### config.mk
export PLATFORM = sky130hd
export DESIGN_NAME = dfac_top
export DESIGN_NICKNAME = d
export VERILOG_FILES = /design/src/dfac_pkg.sv /design/src/dfac_pat_if.sv /design/src/dfac_gain_split.sv /design/src/dfac_pattern_store.sv /design/src/dfac_top.sv
export VERILOG_INCLUDE_DIRS = /design/src /design/src/src
export SDC_FILE = /design/constraint.sdc
export NUM_CORES = 1
export LEC_CHECK = 0
export ABC_AREA = 1
export ABC_CLOCK_PERIOD_IN_PS = 9700
export BUFFER_PORTS_ARGS = -buffer_cell sky130_fd_sc_hd__clkbuf_2
export CAP_MARGIN = 20
export CORE_UTILIZATION = 60
export CTS_CLUSTER_SIZE = 40
export DETAILED_ROUTE_END_ITERATION = 16
export PLACE_DENSITY_LB_ADDON = 0.1
export SYNTH_ARGS = -nofsm -noshare
export SYNTH_HDL_FRONTEND = slang
export SYNTH_SLANG_ARGS = --single-unit
export TNS_END_PERCENT = 1
### constraint.sdc
create_clock -name core_clk_in -period 9.7 [get_ports core_clk_in]
set_clock_uncertainty 0.15 [all_clocks]
set_input_delay 0 -clock core_clk_in [delete_from_list [all_inputs] [get_ports core_clk_in]]
set_output_delay 0 -clock core_clk_in [all_outputs]
set_load 0.01 [all_outputs]
### src/dfac_params.svh
`ifndef DFAC_PARAMS_SVH
`define DFAC_PARAMS_SVH

// Register byte addresses
`define DFAC_ADR_CONFIG 12'h910
`define DFAC_ADR_OFFSETS 12'h914
`define DFAC_ADR_INLINE 12'h918
`define DFAC_ADR_STATUS 12'h91c
`define DFAC_ADR_PUSH 12'h928
`define DFAC_ADR_CLEAR 12'h92c

// Reset values and writable-bit masks
`define DFAC_CONFIG_RESET 32'h00023282
`define DFAC_OFFSETS_RESET 32'h00000000
`define DFAC_INLINE_RESET 32'h00000220
`define DFAC_CONFIG_MASK 32'h0f07f3bf
`define DFAC_OFFSETS_MASK 32'h0fff1fff
`define DFAC_INLINE_MASK 32'h00001771

// direction_finding_config fields
`define DFAC_F_LEN 5:0
`define DFAC_F_PLACE 7
`define DFAC_F_SWSP 9:8
`define DFAC_F_REFSP 14:12
`define DFAC_F_FMT 15
`define DFAC_F_SSP 18:16
`define DFAC_F_GAIN 27:24
// direction_finding_offsets fields
`define DFAC_F_SWOFF 12:0
`define DFAC_F_SAMPOFF 27:16
// Inline control fields
`define DFAC_F_INL_EN 0
`define DFAC_F_INL_SHORT 6:4
`define DFAC_F_INL_LONG 10:8
`define DFAC_F_AOD 12

// Timing
`define DFAC_CLK_MHZ 100
`define DFAC_OFFSET_CLK_MHZ 16
`define DFAC_LEN_UNIT_US 8
`define DFAC_REF_START_US 12
`define DFAC_REF_LEN_US 8
`define DFAC_LEN_UNIT_CYC (`DFAC_LEN_UNIT_US * `DFAC_CLK_MHZ)
`define DFAC_REF_START_CYC (`DFAC_REF_START_US * `DFAC_CLK_MHZ)
`define DFAC_REF_LEN_CYC (`DFAC_REF_LEN_US * `DFAC_CLK_MHZ)
`define DFAC_MIN_PATTERNS 3

`endif

### src/dfac_pkg.sv
package dfac_pkg;
	typedef enum logic [1:0] {
		DFAC_IDLE = 2'h0,
		DFAC_DELAY = 2'h1,
		DFAC_REFER = 2'h3,
		DFAC_SWITCH = 2'h2
	} dfac_state_e;
	typedef logic [7:0] dfac_pattern_t;
endpackage

### src/dfac_pat_if.sv
`timescale 1ns/1ps
interface dfac_pat_if #(parameter int DEPTH = 16) ();
	localparam int AW = $clog2(DEPTH);
	logic push;
	logic clear;
	dfac_pkg::dfac_pattern_t wdata;
	logic [AW-1:0] rd_idx;
	dfac_pkg::dfac_pattern_t rd_data;
	logic [AW:0] count;
	modport store (input push, input clear, input wdata, input rd_idx, output rd_data, output count);
	modport user (output push, output clear, output wdata, output rd_idx, input rd_data, input count);
endinterface

### src/dfac_gain_split.sv
`timescale 1ns/1ps
module dfac_gain_split #(
	parameter int LNA_MAX = 4,
	parameter int MIX_MAX = 4,
	parameter int AAF_MAX = 4
) (
	input wire logic [3:0] steps_in,
	output logic [3:0] lna_out,
	output logic [3:0] mix_out,
	output logic [3:0] aaf_out
);
	if (LNA_MAX < 0 || MIX_MAX < 0 || AAF_MAX < 0 || LNA_MAX + MIX_MAX + AAF_MAX > 15) begin : g_bad_max
		$error("dfac_gain_split: step limits out of range");
	end

	localparam logic [3:0] LNA_LIM = 4'(LNA_MAX);
	localparam logic [3:0] MIX_LIM = 4'(MIX_MAX);
	localparam logic [3:0] AAF_LIM = 4'(AAF_MAX);

	logic [3:0] rest;

	// Amplifier first, mixer next, filter last; surplus beyond all three is lost
	always_comb begin
		lna_out = (steps_in > LNA_LIM) ? LNA_LIM : steps_in;
		rest = steps_in - lna_out;
		mix_out = (rest > MIX_LIM) ? MIX_LIM : rest;
		rest = rest - mix_out;
		aaf_out = (rest > AAF_LIM) ? AAF_LIM : rest;
	end
endmodule // dfac_gain_split

### src/dfac_pattern_store.sv
`timescale 1ns/1ps
`include "dfac_params.svh"
module dfac_pattern_store #(
	parameter int DEPTH = 16
) (
	input wire logic core_clk_in,
	input wire logic reset_in,
	dfac_pat_if.store pat
);
	localparam int AW = $clog2(DEPTH);
	localparam logic [AW:0] FULL = (AW+1)'(DEPTH);

	if (DEPTH < `DFAC_MIN_PATTERNS || DEPTH > 256) begin : g_bad_depth
		$error("dfac_pattern_store: DEPTH out of range");
	end

	dfac_pkg::dfac_pattern_t mem [DEPTH];
	logic [AW:0] count;
	logic [AW:0] next_count;
	logic do_write;

	// Clear wins over a push in the same cycle; pushes past a full array are dropped
	always_comb begin
		do_write = pat.push && !pat.clear && count < FULL;
		next_count = count;
		if (pat.clear) begin
			next_count = '0;
		end else if (do_write) begin
			next_count = count + (AW+1)'(1);
		end
	end

	always_ff @(posedge core_clk_in or posedge reset_in) begin
		if (reset_in) begin
			count <= '0;
		end else begin
			count <= next_count;
		end
	end

	always_ff @(posedge core_clk_in) begin
		if (do_write) begin
			mem[count[AW-1:0]] <= pat.wdata;
		end
	end

	assign pat.count = count;
	assign pat.rd_data = mem[pat.rd_idx];
endmodule // dfac_pattern_store

### src/dfac_top.sv
// Chosen here: the Wishbone interface to the registers.
`timescale 1ns/1ps
`include "dfac_params.svh"
module dfac_top #(
	parameter int PATTERN_DEPTH = 16,
	parameter int LNA_MAX_STEPS = 4,
	parameter int MIX_MAX_STEPS = 4,
	parameter int AAF_MAX_STEPS = 4
) (
	input wire logic core_clk_in,
	input wire logic reset_in,
	input wire logic wb_cyc_in,
	input wire logic wb_stb_in,
	input wire logic wb_we_in,
	input wire logic [11:0] wb_adr_in,
	input wire logic [3:0] wb_sel_in,
	input wire logic [31:0] wb_dat_in,
	output logic [31:0] wb_dat_out,
	output logic wb_ack_out,
	input wire logic proc_trigger_in,
	input wire logic tx_mode_in,
	input wire logic [5:0] parsed_units_in,
	input wire logic parsed_type_1us_in,
	output logic [7:0] antenna_gpio_out,
	output logic sample_strobe_out,
	output logic magnitude_phase_format_out,
	output logic cte_in_extension_out,
	output logic cte_active_out,
	output logic [3:0] low_noise_amp_backoff_out,
	output logic [3:0] mixer_backoff_out,
	output logic [3:0] antialias_filter_backoff_out
);
	localparam int CW = 20;
	localparam int AW = $clog2(PATTERN_DEPTH);
	localparam logic signed [CW:0] K_MUL = (CW+1)'(`DFAC_CLK_MHZ);
	localparam logic signed [CW:0] K_DIV = (CW+1)'(`DFAC_OFFSET_CLK_MHZ);

	if (PATTERN_DEPTH < `DFAC_MIN_PATTERNS || PATTERN_DEPTH > 256) begin : g_bad_depth
		$error("dfac_top: PATTERN_DEPTH out of range");
	end

	function automatic logic [31:0] merge(input logic [31:0] old_v, input logic [31:0] new_v,
		input logic [3:0] sel, input logic [31:0] mask);
		logic [31:0] r;
		r = old_v;
		for (int b = 0; b < 4; b++) begin
			if (sel[b]) begin
				r[b*8 +: 8] = new_v[b*8 +: 8];
			end
		end
		merge = r & mask;
	endfunction

	// Interval codes shared by antenna switching and both sample spacings
	function automatic logic [CW-1:0] spacing_cycles(input logic [2:0] code);
		case (code)
			3'h2: spacing_cycles = CW'(2 * `DFAC_CLK_MHZ);
			3'h3: spacing_cycles = CW'(`DFAC_CLK_MHZ);
			3'h4: spacing_cycles = CW'(`DFAC_CLK_MHZ / 2);
			3'h5: spacing_cycles = CW'(`DFAC_CLK_MHZ / 4);
			3'h6: spacing_cycles = CW'(`DFAC_CLK_MHZ / 8);
			default: spacing_cycles = CW'(4 * `DFAC_CLK_MHZ);
		endcase
	endfunction

	dfac_pat_if #(.DEPTH(PATTERN_DEPTH)) pat ();

	dfac_pattern_store #(.DEPTH(PATTERN_DEPTH)) u_store (
		.core_clk_in(core_clk_in),
		.reset_in(reset_in),
		.pat(pat.store)
	);

	// Register file over classic Wishbone
	logic [31:0] cfg;
	logic [31:0] next_cfg;
	logic [31:0] offs;
	logic [31:0] next_offs;
	logic [31:0] inl;
	logic [31:0] next_inl;
	logic [7:0] last_push;
	logic [7:0] next_last_push;
	logic ack;
	logic next_ack;
	logic [31:0] rdat;
	logic [31:0] next_rdat;
	logic req;
	logic wr;
	dfac_pkg::dfac_state_e state;
	dfac_pkg::dfac_state_e next_state;

	always_comb begin
		req = wb_cyc_in && wb_stb_in && !ack;
		wr = req && wb_we_in;
		next_ack = req;
		next_cfg = cfg;
		next_offs = offs;
		next_inl = inl;
		next_last_push = last_push;
		next_rdat = rdat;
		pat.push = 1'b0;
		pat.clear = 1'b0;
		pat.wdata = wb_dat_in[7:0];
		if (wr) begin
			case (wb_adr_in)
				`DFAC_ADR_CONFIG: next_cfg = merge(cfg, wb_dat_in, wb_sel_in, `DFAC_CONFIG_MASK);
				`DFAC_ADR_OFFSETS: next_offs = merge(offs, wb_dat_in, wb_sel_in, `DFAC_OFFSETS_MASK);
				`DFAC_ADR_INLINE: next_inl = merge(inl, wb_dat_in, wb_sel_in, `DFAC_INLINE_MASK);
				`DFAC_ADR_PUSH: begin
					pat.push = wb_sel_in[0];
					next_last_push = wb_sel_in[0] ? wb_dat_in[7:0] : last_push;
				end
				`DFAC_ADR_CLEAR: pat.clear = 1'b1;
				default: ;
			endcase
		end
		if (req && !wb_we_in) begin
			case (wb_adr_in)
				`DFAC_ADR_CONFIG: next_rdat = cfg;
				`DFAC_ADR_OFFSETS: next_rdat = offs;
				`DFAC_ADR_INLINE: next_rdat = inl;
				`DFAC_ADR_STATUS: next_rdat = {16'h0000, 2'h0, cte_active_out, 1'b0, 2'h0, state,
					8'(pat.count)};
				`DFAC_ADR_PUSH: next_rdat = {24'h000000, last_push};
				default: next_rdat = 32'h00000000;
			endcase
		end
	end

	always_ff @(posedge core_clk_in or posedge reset_in) begin
		if (reset_in) begin
			cfg <= `DFAC_CONFIG_RESET;
			offs <= `DFAC_OFFSETS_RESET;
			inl <= `DFAC_INLINE_RESET;
			last_push <= 8'h00;
			ack <= 1'b0;
			rdat <= 32'h00000000;
		end else begin
			cfg <= next_cfg;
			offs <= next_offs;
			inl <= next_inl;
			last_push <= next_last_push;
			ack <= next_ack;
			rdat <= next_rdat;
		end
	end

	assign wb_ack_out = ack;
	assign wb_dat_out = rdat;

	// Procedure timing
	logic [CW-1:0] elapsed;
	logic [CW-1:0] next_elapsed;
	logic [5:0] units;
	logic [5:0] next_units;
	logic [AW-1:0] pat_idx;
	logic [AW-1:0] next_pat_idx;
	logic [CW-1:0] sw_cnt;
	logic [CW-1:0] next_sw_cnt;
	logic [CW-1:0] samp_cnt;
	logic [CW-1:0] next_samp_cnt;
	logic signed [CW:0] sw_off_cyc;
	logic signed [CW:0] samp_raw;
	logic [CW-1:0] sw_start;
	logic [CW-1:0] ref_start;
	logic [CW-1:0] swp_start;
	logic [CW-1:0] samp_start;
	logic [CW-1:0] cte_end;
	logic [2:0] switch_samp_code;
	logic [2:0] samp_code;
	logic inline_rx;
	logic sw_tick;
	logic samp_on;
	logic next_strobe;
	logic [7:0] next_gpio;
	logic [3:0] lna_steps;
	logic [3:0] mix_steps;
	logic [3:0] aaf_steps;
	logic [3:0] next_lna;
	logic [3:0] next_mix;
	logic [3:0] next_aaf;

	dfac_gain_split #(.LNA_MAX(LNA_MAX_STEPS), .MIX_MAX(MIX_MAX_STEPS), .AAF_MAX(AAF_MAX_STEPS)) u_gain (
		.steps_in(cfg[`DFAC_F_GAIN]),
		.lna_out(lna_steps),
		.mix_out(mix_steps),
		.aaf_out(aaf_steps)
	);

	always_comb begin
		// Offsets arrive in 16 MHz cycles; rescaled to core cycles and clamped at the trigger
		sw_off_cyc = ($signed({{(CW-12){offs[12]}}, offs[`DFAC_F_SWOFF]}) * K_MUL) / K_DIV;
		sw_start = sw_off_cyc < 0 ? '0 : sw_off_cyc[CW-1:0];
		ref_start = sw_start + CW'(`DFAC_REF_START_CYC);
		swp_start = ref_start + CW'(`DFAC_REF_LEN_CYC);
		samp_raw = $signed({1'b0, ref_start}) +
			($signed({{(CW-11){offs[27]}}, offs[`DFAC_F_SAMPOFF]}) * K_MUL) / K_DIV;
		samp_start = samp_raw < 0 ? '0 : samp_raw[CW-1:0];
		cte_end = sw_start + CW'(units) * CW'(`DFAC_LEN_UNIT_CYC);
		inline_rx = inl[`DFAC_F_INL_EN] && !tx_mode_in;
		// Inline parsing replaces the switching-period sample spacing field in receive
		if (!inline_rx) begin
			switch_samp_code = cfg[`DFAC_F_SSP];
		end else if (inl[`DFAC_F_AOD]) begin
			switch_samp_code = parsed_type_1us_in ? inl[`DFAC_F_INL_SHORT] : inl[`DFAC_F_INL_LONG];
		end else begin
			switch_samp_code = cfg[`DFAC_F_SWSP] == 2'h2 ? inl[`DFAC_F_INL_SHORT] : inl[`DFAC_F_INL_LONG];
		end
		samp_code = state == dfac_pkg::DFAC_SWITCH ? switch_samp_code : cfg[`DFAC_F_REFSP];
	end

	always_comb begin
		next_state = state;
		next_elapsed = state == dfac_pkg::DFAC_IDLE ? '0 : elapsed + CW'(1);
		next_units = units;
		next_pat_idx = pat_idx;
		next_sw_cnt = sw_cnt;
		sw_tick = 1'b0;
		next_lna = low_noise_amp_backoff_out;
		next_mix = mixer_backoff_out;
		next_aaf = antialias_filter_backoff_out;
		unique case (state)
			dfac_pkg::DFAC_IDLE: begin
				if (proc_trigger_in) begin
					next_state = dfac_pkg::DFAC_DELAY;
					next_units = (tx_mode_in || !inl[`DFAC_F_INL_EN]) ? cfg[`DFAC_F_LEN] : parsed_units_in;
					next_pat_idx = '0;
					next_lna = lna_steps;
					next_mix = mix_steps;
					next_aaf = aaf_steps;
				end
			end
			dfac_pkg::DFAC_DELAY: begin
				if (elapsed >= sw_start) begin
					next_state = dfac_pkg::DFAC_REFER;
				end
			end
			dfac_pkg::DFAC_REFER: begin
				if (elapsed >= swp_start) begin
					next_state = dfac_pkg::DFAC_SWITCH;
					sw_tick = 1'b1;
				end
			end
			dfac_pkg::DFAC_SWITCH: begin
				sw_tick = sw_cnt == '0;
				next_sw_cnt = sw_cnt - CW'(1);
			end
		endcase
		if (sw_tick) begin
			next_sw_cnt = spacing_cycles({1'b0, cfg[`DFAC_F_SWSP]}) - CW'(1);
			if (pat.count > (AW+1)'(pat_idx) + (AW+1)'(1)) begin
				next_pat_idx = pat_idx + AW'(1);
			end else if (pat.count > (AW+1)'(1)) begin
				next_pat_idx = AW'(1);
			end
		end
		if (state != dfac_pkg::DFAC_IDLE && elapsed >= cte_end) begin
			next_state = dfac_pkg::DFAC_IDLE;
			next_lna = 4'h0;
			next_mix = 4'h0;
			next_aaf = 4'h0;
		end
		pat.rd_idx = next_pat_idx;
		// Reference entry is held until the first switch instant
		next_gpio = (next_state != dfac_pkg::DFAC_IDLE && pat.count > (AW+1)'(next_pat_idx)) ?
			pat.rd_data : 8'h00;
		samp_on = state != dfac_pkg::DFAC_IDLE && elapsed >= samp_start && elapsed < cte_end;
		next_strobe = samp_on && samp_cnt == '0;
		if (next_strobe) begin
			next_samp_cnt = spacing_cycles(samp_code) - CW'(1);
		end else if (samp_cnt != '0) begin
			next_samp_cnt = samp_cnt - CW'(1);
		end else begin
			next_samp_cnt = '0;
		end
		if (next_state == dfac_pkg::DFAC_IDLE) begin
			next_samp_cnt = '0;
		end
	end

	always_ff @(posedge core_clk_in or posedge reset_in) begin
		if (reset_in) begin
			state <= dfac_pkg::DFAC_IDLE;
			elapsed <= '0;
			units <= 6'h00;
			pat_idx <= '0;
			sw_cnt <= '0;
			samp_cnt <= '0;
			antenna_gpio_out <= 8'h00;
			sample_strobe_out <= 1'b0;
			magnitude_phase_format_out <= 1'b0;
			cte_in_extension_out <= 1'b0;
			cte_active_out <= 1'b0;
			low_noise_amp_backoff_out <= 4'h0;
			mixer_backoff_out <= 4'h0;
			antialias_filter_backoff_out <= 4'h0;
		end else begin
			state <= next_state;
			elapsed <= next_elapsed;
			units <= next_units;
			pat_idx <= next_pat_idx;
			sw_cnt <= next_sw_cnt;
			samp_cnt <= next_samp_cnt;
			antenna_gpio_out <= next_gpio;
			sample_strobe_out <= next_strobe;
			magnitude_phase_format_out <= cfg[`DFAC_F_FMT];
			cte_in_extension_out <= cfg[`DFAC_F_PLACE];
			cte_active_out <= next_state != dfac_pkg::DFAC_IDLE;
			low_noise_amp_backoff_out <= next_lna;
			mixer_backoff_out <= next_mix;
			antialias_filter_backoff_out <= next_aaf;
		end
	end
endmodule // dfac_top
Yosys cells after proc, flatten, opt, wreduce, memory -nomap -nowiden
Memory sizes are Yosys's and may differ from the RTL's.
Index checks and enable logic that the tools add are counted.
{ "classes": {"n_addsub": 16, "mul": 3, "n_lt_le_gt_ge": 14, "eq_ne": 16, "muxes": 52, "bitwise_logic": 2, "n_reduce_logical": 44} }
{ "ops": {"columns": ["operator", "n"], "rows": [
  ["$mux 20", 10],
  ["$pmux 28 s5", 1],
  ["$ge 20x20->1", 4],
  ["$sub 20x1->20 const B", 4],
  ["$eq 12x12->1 const B", 6],
  ["$mux 4", 17],
  ["$pmux 9 s5", 1],
  ["$add 21x1->21", 2],
  ["$lt 21x1->1 const B", 2],
  ["$logic_not 20->1", 2],
  ["$reduce_and 3->1", 11],
  ["$add 21x21->21", 1],
  ["$add 20x1->20 const B", 1],
  ["$add 20x10->20 const B", 1],
  ["$add 20x11->20 const B", 1],
  ["$add 20x16->20", 1],
  ["$lt 20x20->1", 1],
  ["$reduce_bool 20->1", 1],
  ["$mul 13x6->19 const B", 1],
  ["$mul 12x6->18 const B", 1],
  ["$pmux 9 s2", 1],
  ["$mux 3", 5],
  ["$gt 4x3->1 const B", 3],
  ["$logic_and 1x1->1", 12],
  ["27 further kinds", 57]
]} }
{ "totals": {"ff_bits": 195, "ramBits": 128, "inputBits": 62, "output_inout_bits": 57, "wordCells": 176, "n_memories": 1} }
{ "memory_table": {"columns": ["memory", "words", "width", "rd", "rd_clocked_by_memory_dff", "write_ports", "line", "rtl"], "rows": [
  ["u_store.mem", 16, 8, 1, 0, 1, "dfac_pattern_store.sv:17", "dfac_pkg::dfac_pattern_t mem [DEPTH];"]
]} }

Longest topological paths before layout
{ "logic_depth": {"word_depth": 18, "ltp_mapped": 65} }

By module
Synthesis repeated with hierarchy kept, for this count alone.
{ "hier_totals": {"cells_unflattened": 2802, "area_unflattened_um2": 22365.2} }
{ "modules_own_cells": {"columns": ["module", "n_inst", "cells_each", "area_per_inst_um2", "seq_area_each_um2"], "rows": [
  ["dfac_top", 1, 2207, 16397.0, 4664.5],
  ["dfac_pattern_store", 1, 575, 5879.4, 3968.8],
  ["dfac_gain_split", 1, 20, 88.8, 0.0]
]} }

Worst setup path before layout
No wires, ideal clock.
{ "synth_timing": {"path_type": "flip-flop to flip-flop", "start": "register offs[9]", "end": "register samp_cnt[15]", "setup_ps": 71, "t_arrival_ps": 7976, "required_ps": 9479, "slack_ps": 1503, "stages_incl_launch_ff": 59, "n_path_buf": 1, "path_cell_list": "dfrtp_1 ha_1 fa_1 ha_1 ha_1 nand2_1 inv_1 a21oi_1 nor2_1 nor2_1 o21ai_1 nand2_1 nand2_2 nor2_1 ha_1 ha_1 nand2_1 inv_1 [... 23 more ...] nand2_1 o311ai_0 inv_1 nand2_1 nand2_1 inv_1 buf_2 nand3_1 ha_1 nand2_1 inv_1 nand3_1 nor2_1 nand4_1 nand4_1 nand4_1 o32a_1 nor2_1"} }
{ "synth_between": {"elab_chain_cells": 15, "word_cells_on_any_way": 27} }
{ "synth_rtl": {"columns": ["element", "line", "rtl"], "rows": [
  ["start: declaration", "dfac_top.sv:77", "logic [31:0] offs;"],
  ["start signal: assignment", "dfac_top.sv:133", "offs <= `DFAC_OFFSETS_RESET;"],
  ["start signal: assignment", "dfac_top.sv:140", "offs <= next_offs;"],
  ["$mul 13x6->19 (*)", "dfac_top.sv:192", "sw_off_cyc = ($signed({{(CW-12){offs[12]}}, offs[`DFAC_F_SWOFF]}) * K_MUL) / K_DIV;"],
  ["$and 1x1->1 (no source line)", null, null],
  ["$add 21x1->21 (no source line) (*)", null, null],
  ["$lt 21x1->1", "dfac_top.sv:193", "sw_start = sw_off_cyc < 0 ? '0 : sw_off_cyc[CW-1:0];"],
  ["$mux 20 (*)", "dfac_top.sv:193", null],
  ["$add 20x11->20", "dfac_top.sv:194", "ref_start = sw_start + CW'(`DFAC_REF_START_CYC);"],
  ["$add 21x21->21", "dfac_top.sv:196", "samp_raw = $signed({1'b0, ref_start}) +"],
  ["$lt 21x1->1", "dfac_top.sv:198", "samp_start = samp_raw < 0 ? '0 : samp_raw[CW-1:0];"],
  ["$mux 20", "dfac_top.sv:198", null],
  ["$ge 20x20->1", "dfac_top.sv:267", "samp_on = state != dfac_pkg::DFAC_IDLE && elapsed >= samp_start && elapsed < cte_end;"],
  ["$logic_and 1x1->1 (2 in series)", "dfac_top.sv:267", null],
  ["$logic_and 1x1->1", "dfac_top.sv:268", "next_strobe = samp_on && samp_cnt == '0;"],
  ["$mux 20", "dfac_top.sv:269", "if (next_strobe) begin"],
  ["$mux 20 (*)", "dfac_top.sv:276", "if (next_state == dfac_pkg::DFAC_IDLE) begin"],
  ["via next_samp_cnt[15]", "dfac_top.sv:161", "logic [CW-1:0] next_samp_cnt;"],
  ["end signal: assignment", "dfac_top.sv:303", "samp_cnt <= next_samp_cnt;"],
  ["end: declaration", "dfac_top.sv:160", "logic [CW-1:0] samp_cnt;"]
]} }
The timed path passes the listed nets; every way through them passes the cells marked *.
A chain may end at the register's enable or synchronous reset.

Final worst setup path
{ "layout_timing": {"start": "register offs[9]", "end": "register sw_cnt[14]"} }
{ "layout_between": {"elab_chain_cells": 11, "word_cells_on_any_way": 12} }
{ "layout_rtl": {"columns": ["element", "line", "rtl"], "rows": [
  ["$mul 13x6->19 (*)", "dfac_top.sv:192", null],
  ["$and 1x1->1 (no source line)", null, null],
  ["$add 21x1->21 (no source line) (*)", null, null],
  ["$lt 21x1->1", "dfac_top.sv:193", null],
  ["$mux 20 (*)", "dfac_top.sv:193", null],
  ["$add 20x11->20 (*)", "dfac_top.sv:194", null],
  ["$add 20x10->20 (*)", "dfac_top.sv:195", "swp_start = ref_start + CW'(`DFAC_REF_LEN_CYC);"],
  ["$ge 20x20->1 (*)", "dfac_top.sv:239", "if (elapsed >= swp_start) begin"],
  ["$mux 1 (*)", "dfac_top.sv:239", null],
  ["$pmux 1 s2 (*)", "dfac_top.sv:222", "unique case (state)"],
  ["$mux 20 or $reduce_bool 2->1 (tied branches)", null, null],
  ["end signal: assignment", "dfac_top.sv:302", "sw_cnt <= next_sw_cnt;"],
  ["end: declaration", "dfac_top.sv:158", "logic [CW-1:0] sw_cnt;"]
]} }
Every way passes the cells marked *; elsewhere a longest branch is shown, timed or not.

==> impl_metrics.ini <==
[sta]
worstMarginPinSlew_ns = 0.9555
worst_slack_ns = 0.7076
rsz0062_at_grt = yes
finalSetupViolCount = 0
hold_viol_final = 0
fin_crit_sh_pct = 92.71
maxSlewHeadroom_pct = 36.30
finalSetupTns_ns = 0
slew_violations = 0
min_period_ns = 8.992
max_freq_mhz = 111.2

[clock_network]
clock_latency_ns = 0.57
tritoncts.num_buffers = 35
cts_tree = yes
clk_pin_slew_worst_paths_ns = 0.06
clock_path_buffers = 3
cts-root-buf = clkbuf_16
clock_sinks = 319
cts_max_level = 2

[worst_setup_path]
cp.arrival_ns = 9.28
crit_start = offs[9]$_DFFE_PP0P_
regToRegEndpoint = sw_cnt[14]$_DFFE_PP0P_
worstPathRequired_ns = 9.98
r2r_start = offs[9]$_DFFE_PP0P_
crit_top_cell = nand2_1
critPathTopFamily = simple AND/OR/NAND/NOR gates
regToRegSetupSlack_ns = 0.71
worstSetupStartpointType = flop
endpoint_kind = flop
cp_max_fo = 19
worstSetupPathType = flop to flop
r2r_cells = 56
critical_path_depth = 56
crit_path_end = sw_cnt[14]$_DFFE_PP0P_
slowest_delay_ns = 0.48
cp_slowest_cell = fa_1
critical_path_buf_inv_count = 10

[synthesis]
synth_fa_ha_area_share_pct = 15.11
synth_top_flop_cell = dfrtp_1
synth-edff-count = 128
synth_top_family_by_area = simple AND/OR/NAND/NOR gates
synth_largest_area_cell = dfrtp_1
synth_top_cell_area_share_pct = 20.76
synthesis.instances = 2715
syn_area_sq_mm = 0.02206
yosysSeqAreaShare_pct = 39.13
synth-xor-area-share_pct = 3.011
yosysWarnings = 0
async_flop_share_pct = 59.87
synthSimpleGateAreaFrac_pct = 24.61
synth_compound_area_share_pct = 10.04
synth.area.top_cells = dfrtp_1, edfxtp_1, ha_1
muxShareOfSynthArea_pct = 0.4594
syn_area_per_cell_sq_um = 8.126
yosys_register_bits = 319
synth_cell_types = 66

[worst_hold_path]
hp-class = input pin to async pin

[route]
first_pass_iters = 7
vias = 19560
routedWlPerCell_microns = 18.17
viasPerCell = 5.728
drt_iter0_drc = 1245
wl_microns = 62040
antenna_left = 0
drc_errors = 0

[floorplan]
die_height_microns = 193.8
dieWidth_microns = 193.8
row_count = 69
die_area_sq_mm = 0.03754
io_pins = 119
initial_utilization_pct = 61.43
fp.coreArea_sq_mm = 0.03591

[job]
maxCapViolCount = 0

[global_routing]
first_global_vias = 19040
overflow = 0
grt_util_met2_pct = 56.79
grtUsageMet1_pct = 43.78
grtUsageTotal_pct = 33.70
grt_pass1_wl_microns = 99480
grt_max_degree = 125
busiest_layer = met2
antenna_found_initial = 1
use_met3_pct = 5.218

[placed_design]
port_buffers = 110
finalWeightedCongestion = 0.9764
dp_cells = 3273
place_ws_ns = 0.1130
hpwl_microns = 46300

[final_layout]
layout_common_cells = nand2_1, inv_1, nand3_1, ha_1, nor2_1
syn2layout_area_growth_pct = 14.56
drive_gt1_share_pct = 10.98
multi_input_area_sq_mm = 0.01192
fill_cells = 2841
mostFrequentLayoutCell = nand2_1
fin_util_pct = 70.38
fin_cells = 3414
register_area_sq_mm = 0.008641
nNetsFinal = 3241

[power_and_ir_drop]
power_per_cell_area_mw_per_mm2 = 136.5
leakage_nw = 12.43
fin_total_pwr_mw = 3.450
peakVddDrop_uv = 218.0

[status]
status = completed
==> sequential cells by signal, summed over array words and instances (netlist names), 5 cells and up <==
name               count
samp_cnt              20
cfg                   20
inl                    8
last_push              8
offs                  25
sw_cnt                20
wb_dat_out            28
elapsed               20
u_store.mem          128
u_store.pat.count      5
units                  6
antenna_gpio_out       8
==> synthesized netlist by cell type (all sizes together), types with 3 or more instances <==
cell type and number:
nand2 649, inv 380, nand3 249, ha 228, nor2 219, dfrtp 183
o21ai 174, edfxtp 128, a21oi 114, xor2 50, nand4 44, nor3 38
clkbuf 25, xnor2 25, buf 24, fa 24, o22ai 19, or2 14
a22o 12, nor4 12, mux2 9, dfstp 8, o211ai 8, o21bai 8
a31oi 7, a21o 6, a211oi 5, a221oi 5, a22oi 5, a32o 5
and3 5, nor3b 5, clkinv 4, nand3b 3
==> worst register-to-register path, delay by kind of cell, from the launching register on <==
family	cells	cell delay, ns
flip-flops	1	0.46
AND/OR/NAND/NOR	33	3.98
AO/OA/AOI/OAI	3	0.42
adder cells (fa/ha/maj)	9	2.50
XOR/XNOR	1	0.16
buffers and inverters	10	1.21
==> area by class of cell <==
cell class | count | area share [%]
repair buffers | 214 | 6.178
flip-flops and latches | 319 | 34.19
multi-input cells | 1973 | 47.18
inverters | 384 | 5.777
well taps | 461 | 2.282
diodes | 1 | 0.009900
clock buffers | 48 | 3.817
clock inverters | 14 | 0.5742
==> logic make-up after synthesis <==
logic type,count (synthesis)
AND/OR/NAND/NOR,1240
buffers and inverters,433
AO/OA/AOI/OAI,385
flip-flops,319
adder cells (fa/ha/maj),252
XOR/XNOR,75
multiplexers,9
other,2
==> power by group <==
| group | switching [mW] | leakage (nW) | internal [mW] |
|---|---|---|---|
| Combinational | 0.354 | 8.27 | 0.220 |
| Clock | 0.564 | 0.544 | 0.734 |
| Sequential | 0.0952 | 3.62 | 1.48 |
| Total | 1.01 | 12.4 | 2.44 |
==> through the flow <==
stage,area (sq um),hold WS [ns]
2_1_floorplan,22100,-0.05113
3_3_place_gp,23210,0.08404
3_5_place_dp,23220,0.09296
4_1_cts,25040,0.001784
5_1_grt,25280,0.06578
6_report,25280,0.04228
==> metal layers <==
layer / vias to the layer above / part of all wire [%]
met2: 722 / 47
met4: 0 / 3.8
met3: 149 / 7.2
met1: 9202 / 42
met5: - / 0
li1: 9483 / -
==> repair_timing <==
action	in CTS	in global routing
gates resized for setup	0	43
hold endpoints to repair	339	0
hold buffers	71	0
setup buffers	0	6
setup endpoints to repair	0	42
==> worst min path at each step <==
stage | startpoint | endpoint | slack [ns]
3_5_place_dp | wb_dat_in[15] | cfg[15]$_DFFE_PP0P_ | 0.09
2_1_floorplan | wb_dat_in[0] | u_store.mem[0][0]$_DFFE_PP_ | -0.05
6_report | reset_in | samp_cnt[9]$_DFF_PP0_ | 0.04
5_1_grt | wb_dat_in[19] | offs[19]$_DFFE_PP0P_ | 0.07
3_3_place_gp | wb_dat_in[15] | cfg[15]$_DFFE_PP0P_ | 0.08
4_1_cts | wb_adr_in[7] | wb_dat_out[12]$_DFFE_PP0P_ | 0.002
Power figures use the tool's default switching activity.
